<file path="config.mk">
export PLATFORM = sky130hd
export DESIGN_NAME = bst_tap_top
export DESIGN_NICKNAME = d
export VERILOG_FILES = /design/src/common/bst_pkg.sv /design/src/rtl/bst_tap_top.sv /design/src/rtl/bst_boundary_chain.sv
export SDC_FILE = /design/constraint.sdc
export NUM_CORES = 1
export LEC_CHECK = 0
export ABC_AREA = 1
export ABC_CLOCK_PERIOD_IN_PS = 1610
export BUFFER_PORTS_ARGS = -buffer_cell sky130_fd_sc_hd__buf_2
export CAP_MARGIN = 20
export CELL_PAD_IN_SITES_DETAIL_PLACEMENT = 2
export CELL_PAD_IN_SITES_GLOBAL_PLACEMENT = 2
export CORE_MARGIN = 3
export CORE_UTILIZATION = 31
export DETAILED_ROUTE_END_ITERATION = 7
export GPL_TIMING_DRIVEN = 1
export PLACE_DENSITY_LB_ADDON = 0.1
export SLEW_MARGIN = 20
export SYNTH_ARGS = -nofsm -noshare
export SYNTH_HDL_FRONTEND = slang
export SYNTH_HIERARCHICAL = 1
export SYNTH_SLANG_ARGS = --single-unit
</file>
<file path="constraint.sdc">
create_clock -name clk -period 1.61 [get_ports clk]
set_input_delay 0.0805 -clock clk [delete_from_list [all_inputs] [get_ports clk]]
set_output_delay 0.0805 -clock clk [all_outputs]
set_load 0.005 [all_outputs]
</file>
<file path="src/common/bst_pkg.sv">
// constants, codes and state encodings shared by the boundary-scan test port
package bst_pkg;

  // instruction register geometry and codes
  localparam int          IR_W          = 4;
  localparam logic [3:0]  IR_EXTEST     = 4'h0;
  localparam logic [3:0]  IR_SAMPLE     = 4'h1;
  localparam logic [3:0]  IR_IDENT      = 4'h2;
  localparam logic [3:0]  IR_FLOAT      = 4'h3;
  localparam logic [3:0]  IR_DEBUG      = 4'h5;
  localparam logic [3:0]  IR_BYPASS     = 4'hf;
  localparam logic [3:0]  IR_CAPTURE    = 4'h1;
  localparam logic [3:0]  IR_RESET_VAL  = IR_IDENT;

  // data register widths
  localparam int          ID_W          = 32;
  localparam int          DBG_W         = 38;

  // pin synchroniser depth and reset values
  localparam int          SYNC_STAGES   = 2;
  localparam logic        TDO_RESET     = 1'b0;
  localparam logic        BYPASS_CAPTURE = 1'b0;

  // test state machine, one-hot
  typedef enum logic [15:0] {
    BST_RESET    = 16'h0001,
    BST_IDLE     = 16'h0002,
    BST_SEL_DR   = 16'h0004,
    BST_CAP_DR   = 16'h0008,
    BST_SH_DR    = 16'h0010,
    BST_EX1_DR   = 16'h0020,
    BST_PA_DR    = 16'h0040,
    BST_EX2_DR   = 16'h0080,
    BST_UPD_DR   = 16'h0100,
    BST_SEL_IR   = 16'h0200,
    BST_CAP_IR   = 16'h0400,
    BST_SH_IR    = 16'h0800,
    BST_EX1_IR   = 16'h1000,
    BST_PA_IR    = 16'h2000,
    BST_EX2_IR   = 16'h4000,
    BST_UPD_IR   = 16'h8000
  } bst_state_t;

endpackage

</file>
<file path="src/rtl/bst_tap_top.sv">
// boundary-scan test access port: state machine, instruction and data paths
//
// Notes on behaviour
// - The serial test port follows the standard test access port protocol and states.
// - Boundary, pass, identity and debug data registers exist, chosen by the instruction.
// - All shift paths sit in parallel between the one serial input and the one output.
// - Pass and boundary paths take serial input at the top bit and output the bottom bit.
// - A selected data register moves exactly one bit per rising test clock while shifting.
// - The boundary chain holds a cell for every input and output pin, plus one shared control cell.
// - Data leaves the boundary chain uninverted, as it entered.
// - Boundary capture and update act only under external-test or sample/preload.
// - The pass register delays serial data by exactly one test clock.
// - A 32-bit identity register is readable over the serial path.
// - A 38-bit debug register exchanges command, status and data with the processor.
// - Besides the five test pins there are four debug pins.
// - The instruction register is 4 bits, bottom bit out first, reset to identity read.
// - Code 0010 selects the identity register, whose stored value never changes.
// - Code 1111 selects the pass register, so an all-ones scan gives bypass.
// - Code 0101 selects the debug register and enables the four debug pins.
`timescale 1ns/100ps
module bst_tap_top #(
  parameter int          N_IN     = 8,
  parameter int          N_OUT    = 8,
  parameter logic [31:0] ID_VALUE = 32'h0000_0001  // arbitrary value, bit 0 set
) (
  // system clock and reset
  input  wire logic                     clk,
  input  wire logic                     rst_b,
  // serial test link pins
  input  wire logic                     tck,
  input  wire logic                     tms,
  input  wire logic                     tdi,
  input  wire logic                     trst_b,
  output logic                          tdo,
  output logic                          tdo_oe,
  // device pins behind the boundary cells
  input  wire logic [N_IN-1:0]          pad_in,
  output logic [N_OUT-1:0]              pad_out,
  output logic [N_OUT-1:0]              pad_oe,
  // on-chip system logic side of the cells
  input  wire logic [N_OUT-1:0]         sys_out,
  input  wire logic                     sys_oe,
  output logic [N_IN-1:0]               sys_in,
  // debug pins
  output logic                          debug_command_ack,
  output logic                          debug_command_ack_oe,
  input  wire logic                     break_request_trace_capture,
  output logic                          stop_transmit,
  output logic                          stop_transmit_oe,
  output logic                          trigger_trace_out,
  output logic                          trigger_trace_oe,
  // processor debug logic side
  input  wire logic [bst_pkg::DBG_W-1:0] dbg_status,
  input  wire logic                     cpu_cmd_ack,
  input  wire logic                     cpu_stop,
  input  wire logic                     cpu_trigger,
  output logic [bst_pkg::DBG_W-1:0]     dbg_cmd,
  output logic                          dbg_cmd_valid,
  output logic                          dbg_break_req
);
  import bst_pkg::*;

  localparam int BSC_W = N_IN + N_OUT + 1;

  // next state of the test state machine from mode select
  function automatic bst_state_t bst_next(input bst_state_t s, input logic m);
    bst_state_t n;
    n = BST_RESET;
    case (s)
      BST_RESET:  n = m ? BST_RESET  : BST_IDLE;
      BST_IDLE:   n = m ? BST_SEL_DR : BST_IDLE;
      BST_SEL_DR: n = m ? BST_SEL_IR : BST_CAP_DR;
      BST_CAP_DR: n = m ? BST_EX1_DR : BST_SH_DR;
      BST_SH_DR:  n = m ? BST_EX1_DR : BST_SH_DR;
      BST_EX1_DR: n = m ? BST_UPD_DR : BST_PA_DR;
      BST_PA_DR:  n = m ? BST_EX2_DR : BST_PA_DR;
      BST_EX2_DR: n = m ? BST_UPD_DR : BST_SH_DR;
      BST_UPD_DR: n = m ? BST_SEL_DR : BST_IDLE;
      BST_SEL_IR: n = m ? BST_RESET  : BST_CAP_IR;
      BST_CAP_IR: n = m ? BST_EX1_IR : BST_SH_IR;
      BST_SH_IR:  n = m ? BST_EX1_IR : BST_SH_IR;
      BST_EX1_IR: n = m ? BST_UPD_IR : BST_PA_IR;
      BST_PA_IR:  n = m ? BST_EX2_IR : BST_PA_IR;
      BST_EX2_IR: n = m ? BST_UPD_IR : BST_SH_IR;
      BST_UPD_IR: n = m ? BST_SEL_DR : BST_IDLE;
      default:    n = BST_RESET;
    endcase
    return n;
  endfunction

  // pin synchronisers; stage one is read only by stage two
  logic [SYNC_STAGES-1:0] tck_sync;
  logic                   tck_prev;
  logic [SYNC_STAGES-1:0] tms_sync;
  logic [SYNC_STAGES-1:0] tdi_sync;
  logic [SYNC_STAGES-1:0] trst_sync;
  logic [SYNC_STAGES-1:0] brk_sync;
  logic [N_IN-1:0]        pad_sync1;
  logic [N_IN-1:0]        pad_sync2;

  always_ff @(posedge clk or negedge rst_b) begin
    if (!rst_b) begin
      tck_sync  <= '0;
      tck_prev  <= 1'b0;
      tms_sync  <= '1;
      tdi_sync  <= '1;
      trst_sync <= '0;
      brk_sync  <= '0;
      pad_sync1 <= '0;
      pad_sync2 <= '0;
    end else begin
      tck_sync  <= {tck_sync[0], tck};
      tck_prev  <= tck_sync[1];
      tms_sync  <= {tms_sync[0], tms};
      tdi_sync  <= {tdi_sync[0], tdi};
      trst_sync <= {trst_sync[0], trst_b};
      brk_sync  <= {brk_sync[0], break_request_trace_capture};
      pad_sync1 <= pad_in;
      pad_sync2 <= pad_sync1;
    end
  end

  // test clock edges, found by the system clock
  wire tck_rise = tck_sync[1] & ~tck_prev;
  wire tck_fall = ~tck_sync[1] & tck_prev;
  wire tms_s    = tms_sync[1];
  wire tdi_s    = tdi_sync[1];
  wire trst_on  = ~trst_sync[1];

  bst_state_t  state;
  bst_state_t  next_state;
  logic [3:0]  ir;
  logic [3:0]  ir_shift;
  logic        pass_bit;
  logic [31:0] id_shift;
  logic [DBG_W-1:0] dbg_shift;

  assign next_state = bst_next(state, tms_s);

  // state machine; test reset wins over any clock edge
  always_ff @(posedge clk or negedge rst_b) begin
    if (!rst_b) begin
      state <= BST_RESET;
    end else if (trst_on) begin
      state <= BST_RESET;
    end else if (tck_rise) begin
      state <= next_state;
    end
  end

  // instruction decode; reserved codes fall back to the pass register
  wire sel_bsc  = (ir == IR_EXTEST) || (ir == IR_SAMPLE);
  wire sel_id   = (ir == IR_IDENT);
  wire sel_dbg  = (ir == IR_DEBUG);
  wire sel_pass = ~(sel_bsc | sel_id | sel_dbg);
  wire extest   = (ir == IR_EXTEST);
  wire floating = (ir == IR_FLOAT);

  // shared strobes for every data path, one clk cycle each
  wire cap_dr = tck_rise & (state == BST_CAP_DR);
  wire sh_dr  = tck_rise & (state == BST_SH_DR);
  wire upd_dr = tck_fall & (state == BST_UPD_DR);

  // instruction path: capture fixed pattern, shift, update on falling edge
  always_ff @(posedge clk or negedge rst_b) begin
    if (!rst_b) begin
      ir_shift <= IR_CAPTURE;
      ir       <= IR_RESET_VAL;
    end else begin
      if (tck_rise && state == BST_CAP_IR) begin
        ir_shift <= IR_CAPTURE;
      end else if (tck_rise && state == BST_SH_IR) begin
        ir_shift <= {tdi_s, ir_shift[3:1]};
      end
      if (state == BST_RESET) begin
        ir <= IR_RESET_VAL;
      end else if (tck_fall && state == BST_UPD_IR) begin
        ir <= ir_shift;
      end
    end
  end

  // pass register: one stage, so one test clock of delay
  always_ff @(posedge clk or negedge rst_b) begin
    if (!rst_b) begin
      pass_bit <= BYPASS_CAPTURE;
    end else if (cap_dr && sel_pass) begin
      pass_bit <= BYPASS_CAPTURE;
    end else if (sh_dr && sel_pass) begin
      pass_bit <= tdi_s;
    end
  end

  // identity path shifts a copy; the constant itself is never written
  always_ff @(posedge clk or negedge rst_b) begin
    if (!rst_b) begin
      id_shift <= ID_VALUE;
    end else if (cap_dr && sel_id) begin
      id_shift <= ID_VALUE;
    end else if (sh_dr && sel_id) begin
      id_shift <= {tdi_s, id_shift[ID_W-1:1]};
    end
  end

  // debug path: status in at capture, command out at update
  always_ff @(posedge clk or negedge rst_b) begin
    if (!rst_b) begin
      dbg_shift     <= '0;
      dbg_cmd       <= '0;
      dbg_cmd_valid <= 1'b0;
    end else begin
      dbg_cmd_valid <= 1'b0;
      if (cap_dr && sel_dbg) begin
        dbg_shift <= dbg_status;
      end else if (sh_dr && sel_dbg) begin
        dbg_shift <= {tdi_s, dbg_shift[DBG_W-1:1]};
      end
      if (upd_dr && sel_dbg) begin
        dbg_cmd       <= dbg_shift;
        dbg_cmd_valid <= 1'b1;
      end
    end
  end

  // boundary cells: inputs low, outputs above, one control cell on top
  wire [BSC_W-1:0] bsc_capture = {~sys_oe, sys_out, pad_sync2};
  wire [BSC_W-1:0] bsc_update;
  wire             bsc_so;

  bst_boundary_chain #(
    .WIDTH        (BSC_W)
  ) u_chain (
    .clk          (clk),
    .rst_b        (rst_b),
    .capture_en   (cap_dr & sel_bsc),
    .shift_en     (sh_dr & sel_bsc),
    .update_en    (upd_dr & sel_bsc),
    .serial_in    (tdi_s),
    .serial_out   (bsc_so),
    .capture_data (bsc_capture),
    .update_data  (bsc_update)
  );

  // serial output select; all paths share the one output pin
  wire dr_out = sel_bsc ? bsc_so :
                sel_id  ? id_shift[0] :
                sel_dbg ? dbg_shift[0] : pass_bit;
  wire tdo_sel = (state == BST_SH_IR) ? ir_shift[0] : dr_out;
  wire shifting = (state == BST_SH_IR) || (state == BST_SH_DR);

  // output changes on falling edge so the far end samples a settled bit
  always_ff @(posedge clk or negedge rst_b) begin
    if (!rst_b) begin
      tdo    <= TDO_RESET;
      tdo_oe <= 1'b0;
    end else if (trst_on) begin
      tdo_oe <= 1'b0;
    end else if (tck_fall) begin
      tdo    <= tdo_sel;
      tdo_oe <= shifting;
    end
  end

  // pin drivers: test pattern under external test, float under float code
  wire ctrl_cell             = bsc_update[BSC_W-1];
  wire [N_OUT-1:0] next_pout = extest ? bsc_update[N_IN +: N_OUT] : sys_out;
  wire next_poe              = floating ? 1'b0 : (extest ? ~ctrl_cell : sys_oe);

  // registered so every pin leaves a flop; system never sees latched test inputs
  always_ff @(posedge clk or negedge rst_b) begin
    if (!rst_b) begin
      pad_out <= '0;
      pad_oe  <= '0;
      sys_in  <= '0;
    end else begin
      pad_out <= next_pout;
      pad_oe  <= {N_OUT{next_poe}};
      sys_in  <= pad_sync2;
    end
  end

  // debug pins only come alive under the debug instruction
  always_ff @(posedge clk or negedge rst_b) begin
    if (!rst_b) begin
      debug_command_ack    <= 1'b0;
      debug_command_ack_oe <= 1'b0;
      stop_transmit        <= 1'b0;
      stop_transmit_oe     <= 1'b0;
      trigger_trace_out    <= 1'b0;
      trigger_trace_oe     <= 1'b0;
      dbg_break_req        <= 1'b0;
    end else begin
      debug_command_ack    <= sel_dbg & cpu_cmd_ack;
      debug_command_ack_oe <= sel_dbg;
      stop_transmit        <= sel_dbg & cpu_stop;
      stop_transmit_oe     <= sel_dbg;
      trigger_trace_out    <= sel_dbg & cpu_trigger;
      trigger_trace_oe     <= sel_dbg;
      dbg_break_req        <= sel_dbg & brk_sync[1];
    end
  end

endmodule

</file>
<file path="src/rtl/bst_boundary_chain.sv">
// boundary cell chain: capture, shift and update stages of every pin cell
`timescale 1ns/100ps
module bst_boundary_chain #(
  parameter int WIDTH = 17
) (
  // clock and reset
  input  wire logic             clk,
  input  wire logic             rst_b,
  // stage strobes, one clk cycle each
  input  wire logic             capture_en,
  input  wire logic             shift_en,
  input  wire logic             update_en,
  // serial path
  input  wire logic             serial_in,
  output logic                  serial_out,
  // parallel sides
  input  wire logic [WIDTH-1:0] capture_data,
  output logic [WIDTH-1:0]      update_data
);

  logic [WIDTH-1:0] shift_stage;

  // shift stage: serial data enters at the top, leaves at bit 0 uninverted
  always_ff @(posedge clk or negedge rst_b) begin
    if (!rst_b) begin
      shift_stage <= '0;
    end else if (capture_en) begin
      shift_stage <= capture_data;
    end else if (shift_en) begin
      shift_stage <= {serial_in, shift_stage[WIDTH-1:1]};
    end
  end

  // update stage holds pin values steady while the next pattern shifts
  always_ff @(posedge clk or negedge rst_b) begin
    if (!rst_b) begin
      update_data <= '0;
    end else if (update_en) begin
      update_data <= shift_stage;
    end
  end

  assign serial_out = shift_stage[0];

endmodule

</file>
==> run_results.csv, run 1 <==
group,metric,value,unit
grt,grt_max_degree,42,
sta,fin_hold_ws,0.0259,ns
clock_network,cts_max_path_buffers,3,
synthesis,synthCells,1019,
grt,grt_util_met3,0.0237,
placement,hpwl,17.9,mm
sta,worst_clock_skew,0.0204,ns
grt,grt_use_met2,0.358,
worst_setup_path,r2r_cells,11,
grt,grt_pass1_wl,49.6,mm
clock_network,clock_sinks,211,
clock_network,path_clk_slew,0.06,ns
worst_setup_path,path_cells,"nor2_4 -> nand3_1 -> nor2_1 -> nand2_2 -> nor2_4 -> nand2_4 -> nand2_4 -> buf_12 -> buf_12 -> nand2_1 -> o21ai_1",
worst_setup_path,slowest_delay,0.41,ns
routing,routed_wl,35.3,mm
final_layout,nets,1403,
clock_network,cts_made_buffers,26,
sta,final_hold_viol_count,0,
floorplanning,die_height,176,um
grt,grtUsageTotal,0.198,
status,outcome,"finished with violations",
grt,use_met1,0.254,
sta,fmax,506,MHz
worst_hold_path,hold_class,"input port to async pin",
worst_setup_path,crit_start,"state[1]",
routing,drt_iter0_markers,327,
worst_setup_path,crit_required,2.04,ns
status,violations,"negative setup slack",
sta,rsz0062_at_grt,"yes",
routing,ant_nets,0,
grt,grt-busiest-layer,"met2",
worst_setup_path,r2r-start,"state[1]",
worst_setup_path,startpoint_type,"register",
sta,worst_pin_slew,0.384,ns
synthesis,ys_warn_count,6,
routing,drc_errors,0,
synthesis,syn_area,8960,um2
worst_setup_path,endpoint_kind,"register",
routing,num_vias,8332,
final_layout,insertedDiodeCount,0,
worst_setup_path,crit_path_end,"dbg_shift[3]",
clock_network,clk_latency,0.53,ns
pwr,powerDensity,906,nW/um2
grt,antenna_found_initial,0,
clock_network,cts_tree,"yes",
placement,io_buffers,136,
final_layout,drive_gt1_frac,0.403,
floorplanning,fp-row-count,61,
floorplanning,fp.dieW,176,um
worst_setup_path,arrival,2.40,ns
routing,first_pass_iters,4,
pwr,vdd_drop_max,0.731,mV
sta,fin_crit,1.97,ns
grt,gr-total-overflow,0,
sta,slew_viol_final,0,
floorplanning,initial_core_util,0.318,
final_layout,fillCellCount,2903,
synthesis,syn_avg_cell_area,8.79,um2
placement,globalplace.congestion,0.734,
routing,via_per_inst,4.80,
worst_setup_path,path_max_fanout,11,
floorplanning,core_area,28200,um2
routing,avgRoutedWirePerCell,20.4,um
worst_setup_path,r2r_setup_slack,-0.36,ns
worst_setup_path,reg2reg_to,"dbg_shift[3]",
flow_run,cap_violations,0,
sta,fin_ws,-0.365,ns
final_layout,post-route-util,0.499,
sta,period_share,1.23,
worst_setup_path,crit_path_top_delay_cell,"dfrtp_1",
sta,relSlewSlack,0.743,
worst_setup_path,crit_type,"register to register",
synthesis,syn-num-nets,1084,
grt,grt_pass1_vias,9189,
floorplanning,dieArea,31000,um2
clock_network,cts_root_buf,"clkbuf_16",
sta,setup_violations,158,
final_layout,syn_to_final_growth,56.9,%
pwr,p_leak,7.12,nW
clock_network,ctsHtreeMaxLevel,1,
floorplanning,ios,137,
how the worst min path moves through the flow:
stage	startpoint	endpoint	slack, ns	depth (start not counted)
after floorplan	rst_b	brk_sync[0]	-0.22	0
after global placement	rst_b	u_chain/update_data[10]	0.01	1
after detailed placement	rst_b	u_chain/update_data[10]	0.009	1
after CTS	rst_b	u_chain/update_data[10]	0.03	2
after global routing	rst_b	pad_out[2]	0.05	2
final	rst_b	pad_out[2]	0.03	2
placed cells by master, fill, tap and decap left out, drive strengths merged, types with 2 or more instances in the layout:
cell type and instances:
nand2 371, buf 265, dfrtp 203, o21ai 106
nand3 102, inv 96, dlygate4sd3 64, nor2 57
clkbuf 50, dfstp 8, o22ai 7, clkinv 6
bufinv 5, nor3 5, a31oi 4, nand4 2
registers in the layout, summed over array words and instances (netlist names), 2 cells and up:
name / count
pad_sync2: 8
tms_sync: 2
pad_sync1: 8
tdi_sync: 2
sys_in: 8
tck_sync: 2
u_chain/update_data: 9
dbg_cmd: 38
u_chain/shift_stage: 17
trst_sync: 2
state: 16
dbg_shift: 38
ir: 4
id_shift: 32
brk_sync: 2
pad_out: 8
ir_shift: 4
critical path: cells and delay by family (launching register included):
family,cells,cell delay [ns]
buffers and inverters,2,0.29
and+or+nand+nor,8,1.06
DFF,1,0.41
AOI/OAI and AO/OA,1,0.12
cell type report:
type,count,area (um2),share of cell area
flip-flops and latches,211,5290,0.377
multi-input cells,659,3760,0.268
repair buffers,343,3180,0.226
clock buffers,36,768,0.0547
well taps,378,473,0.0337
inverters,96,373,0.0265
clock inverters,11,194,0.0138
repair inverters,1,8.76,0.000623
what timing repair did:
action                     in CTS  in global routing
hold endpoints to repair      276                  0
pin swaps                      21                 53
gates cloned                    9                 18
resized for setup             100                198
hold buffers                   64                  0
setup buffers                  18                 19
setup endpoints to repair     164                171
routing by layer:
metal  routed length [um]  share of wire  up-vias
li1                     -              -     3861
met1                15000           0.42     4268
met2                18500           0.52      148
met3                 1040          0.029       55
met4                  779          0.022        0
met5                    0              0        -
where the power goes:
| part | internal, mW | total, mW | switching, mW |
|---|---|---|---|
| clock | 4.12 | 6.46 | 2.34 |
| combinational | 0.358 | 0.814 | 0.456 |
| sequential | 5.40 | 5.45 | 0.0501 |
metrics by stage:
stage | power (mW) | cell area [um2] | TNS (ns) | instances | worst slack [ns]
after global routing | 13.2 | 14000 | -52.85 | 1735 | -0.504
after global placement | 6.14 | 10600 | -36.69 | 1566 | -0.413
after CTS | 12.8 | 12900 | -22.11 | 1703 | -0.199
after detailed placement | 6.16 | 10600 | -47.63 | 1566 | -0.523
final | 12.7 | 14000 | -33.62 | 1735 | -0.365
after floorplan | 5.72 | 9030 | -2.01 | 1019 | -0.0548
(Power assumes the default switching activity.)
==> run 2: changes to the inputs <==
--- a/config.mk
+++ b/config.mk
@@ -9,13 +9,10 @@
 export ABC_CLOCK_PERIOD_IN_PS = 1610
 export BUFFER_PORTS_ARGS = -buffer_cell sky130_fd_sc_hd__buf_2
 export CAP_MARGIN = 20
-export CELL_PAD_IN_SITES_DETAIL_PLACEMENT = 2
-export CELL_PAD_IN_SITES_GLOBAL_PLACEMENT = 2
 export CORE_MARGIN = 3
-export CORE_UTILIZATION = 31
+export CORE_UTILIZATION = 30
 export DETAILED_ROUTE_END_ITERATION = 7
 export GPL_TIMING_DRIVEN = 1
-export PLACE_DENSITY_LB_ADDON = 0.1
 export SLEW_MARGIN = 20
 export SYNTH_ARGS = -nofsm -noshare
 export SYNTH_HDL_FRONTEND = slang
==> run_results.csv, run 2 (same netlist as run 1, synthesis figures left out) <==
group,metric,value,unit
routing,drt_iter0_markers,415,
routing,num_vias,7727,
placement,placed_cells,1567,
routing,first_pass_iters,4,
worst_setup_path,crit_path_top_delay_cell,"dfrtp_1",
floorplanning,fp-row-count,62,
final_layout,nets,1375,
sta,fin_crit,1.86,ns
worst_setup_path,crit_type,"register to register",
final_layout,reg.largest.list,"dbg_cmd: 38 flops, dbg_shift: 38 flops, id_shift: 32 flops",
placement,place_ws,-0.359,ns
floorplanning,fp.dieW,179,um
final_layout,syn_to_final_growth,43.6,%
final_layout,layout.cells.non_filler,1709,
sta,final_hold_viol_count,0,
worst_setup_path,arrival,2.28,ns
sta,fin_ws,-0.247,ns
sta,finalSetupTns,-23.67,ns
worst_setup_path,cp_common_cell,"buf_6",
final_layout,insertedDiodeCount,0,
worst_hold_path,hold_class,"input port to async pin",
worst_setup_path,endpoint_kind,"register",
clock_network,path_clk_slew,0.06,ns
routing,routed_wl,24.1,mm
pwr,total_power,11.2,mW
sta,period_share,1.15,
clock_network,cts_tree,"yes",
final_layout,layout_commonest_cell,"nand2_1",
floorplanning,dieArea,32000,um2
clock_network,cts_max_path_buffers,3,
grt,grt_pass1_wl,37.3,mm
clock_network,clk_latency,0.52,ns
worst_setup_path,path_cells,"nor2_2 -> nand2_2 -> buf_4 -> buf_6 -> nor2_4 -> nand2_4 -> buf_6 -> nor3_4 -> buf_6 -> buf_6 -> nand2_1 -> o21ai_1",
grt,grt_max_degree,78,
routing,ant_nets,0,
sta,relSlewSlack,0.778,
flow_run,cap_violations,0,
routing,avgRoutedWirePerCell,14.1,um
clock_network,ctsHtreeMaxLevel,1,
sta,worst_pin_slew,0.333,ns
grt,grtUsageTotal,0.141,
sta,worst_clock_skew,0.0316,ns
worst_setup_path,path_max_fanout,5,
worst_setup_path,critPathBufInv,5,
worst_setup_path,crit_required,2.04,ns
floorplanning,ios,137,
grt,antenna_found_initial,0,
sta,slew_viol_final,0,
final_layout,drive_gt1_frac,0.301,
final_layout,final_cell_mix,"335 x nand2_1, 203 x dfrtp_1, 135 x buf_2, 91 x inv_1, 80 x nand3_1",
routing,via_per_inst,4.52,
sta,setup_violations,143,
clock_network,cts_made_buffers,23,
floorplanning,core_area,29100,um2
grt,grt_pass1_vias,7477,
pwr,p_leak,6.61,nW
worst_setup_path,slowest_delay,0.38,ns
worst_setup_path,startpoint_type,"register",
status,violations,"negative setup slack",
sta,rsz0062_at_grt,"yes",
sta,fmax,538,MHz
final_layout,final_cell_area,12900,um2
placement,hpwl,14.6,mm
routing,drc_errors,0,
clock_network,clock_sinks,211,
pwr,powerDensity,869,nW/um2
placement,globalplace.congestion,0.832,
floorplanning,initial_core_util,0.308,
grt,gr-total-overflow,0,
pwr,vdd_drop_max,0.825,mV
placement,post_dp_cell_area,10600,um2
clock_network,cts_root_buf,"clkbuf_16",
worst_setup_path,path_delay_family,"buffers and inverters",
status,outcome,"finished with violations",
placement,io_buffers,136,
floorplanning,die_height,179,um
## run 2: changes by cell type in the layout (fill, tap and decap cells not counted), sizes merged
cell | previous run | this run
buf | 265 | 244
clkbuf | 50 | 41
bufinv | 5 | 1
clkinv | 6 | 2
inv | 96 | 99
nor2 | 57 | 60
## run 2: worst paths after layout
path	start	cells past startpoint	to	slack, ns
worst min-delay path	rst_b	2	u_chain/shift_stage[10]	0.03
min in group clk	tms	2	tms_sync[0]	0.20
worst min register to register	pad_sync1[6]	0	pad_sync2[6]	0.35
worst max register to register	state[13]	12	u_chain/update_data[15]	-0.25
worst max-delay path	state[13]	12	u_chain/update_data[15]	-0.25
max in group asynchronous	rst_b	3	tms_sync[0]	0.93
## run 2: report_power, final
group | internal, mW | switching (mW)
Combinational | 0.375 | 0.393
Clock | 2.86 | 2.10
Sequential | 5.40 | 0.0469
## run 2: timing repair
item                       CTS  global route
setup endpoints to repair  142           162
pin swaps                   10            29
cloned                      13             8
hold endpoints to repair   281             0
hold buffers                64             0
setup buffers               12             8
resized for setup           48            89
## run 2: metrics by stage
| step | hold WS, ns | util |
|---|---|---|
| after floorplan | -0.215 | - |
| after CTS | 0.0307 | 0.426 |
| after detailed placement | -0.0536 | 0.365 |
| after global placement | -0.0485 | 0.365 |
| final | 0.0322 | 0.442 |
| after global routing | 0.0374 | 0.442 |
## run 2: area by class of cell
| class | instances | area (um2) |
|---|---|---|
| Clock buffer | 35 | 631 |
| Inverter | 96 | 368 |
| Fill cell | 2770 | 16200 |
| Tap cell | 384 | 480 |
| Clock inverter | 5 | 60.1 |
| Sequential cell | 211 | 5290 |
| Timing Repair Buffer | 314 | 2670 |
| Timing Repair inverter | 2 | 17.5 |
| Multi-Input combinational cell | 662 | 3340 |
## run 2: layer usage
layer	up-vias	global-route usage	part of all wire
met2	217	0.228	0.46
met4	0	0.0308	0.017
met5	-	0	0
met1	3671	0.198	0.47
met3	32	0.0267	0.057
li1	3807	-	-
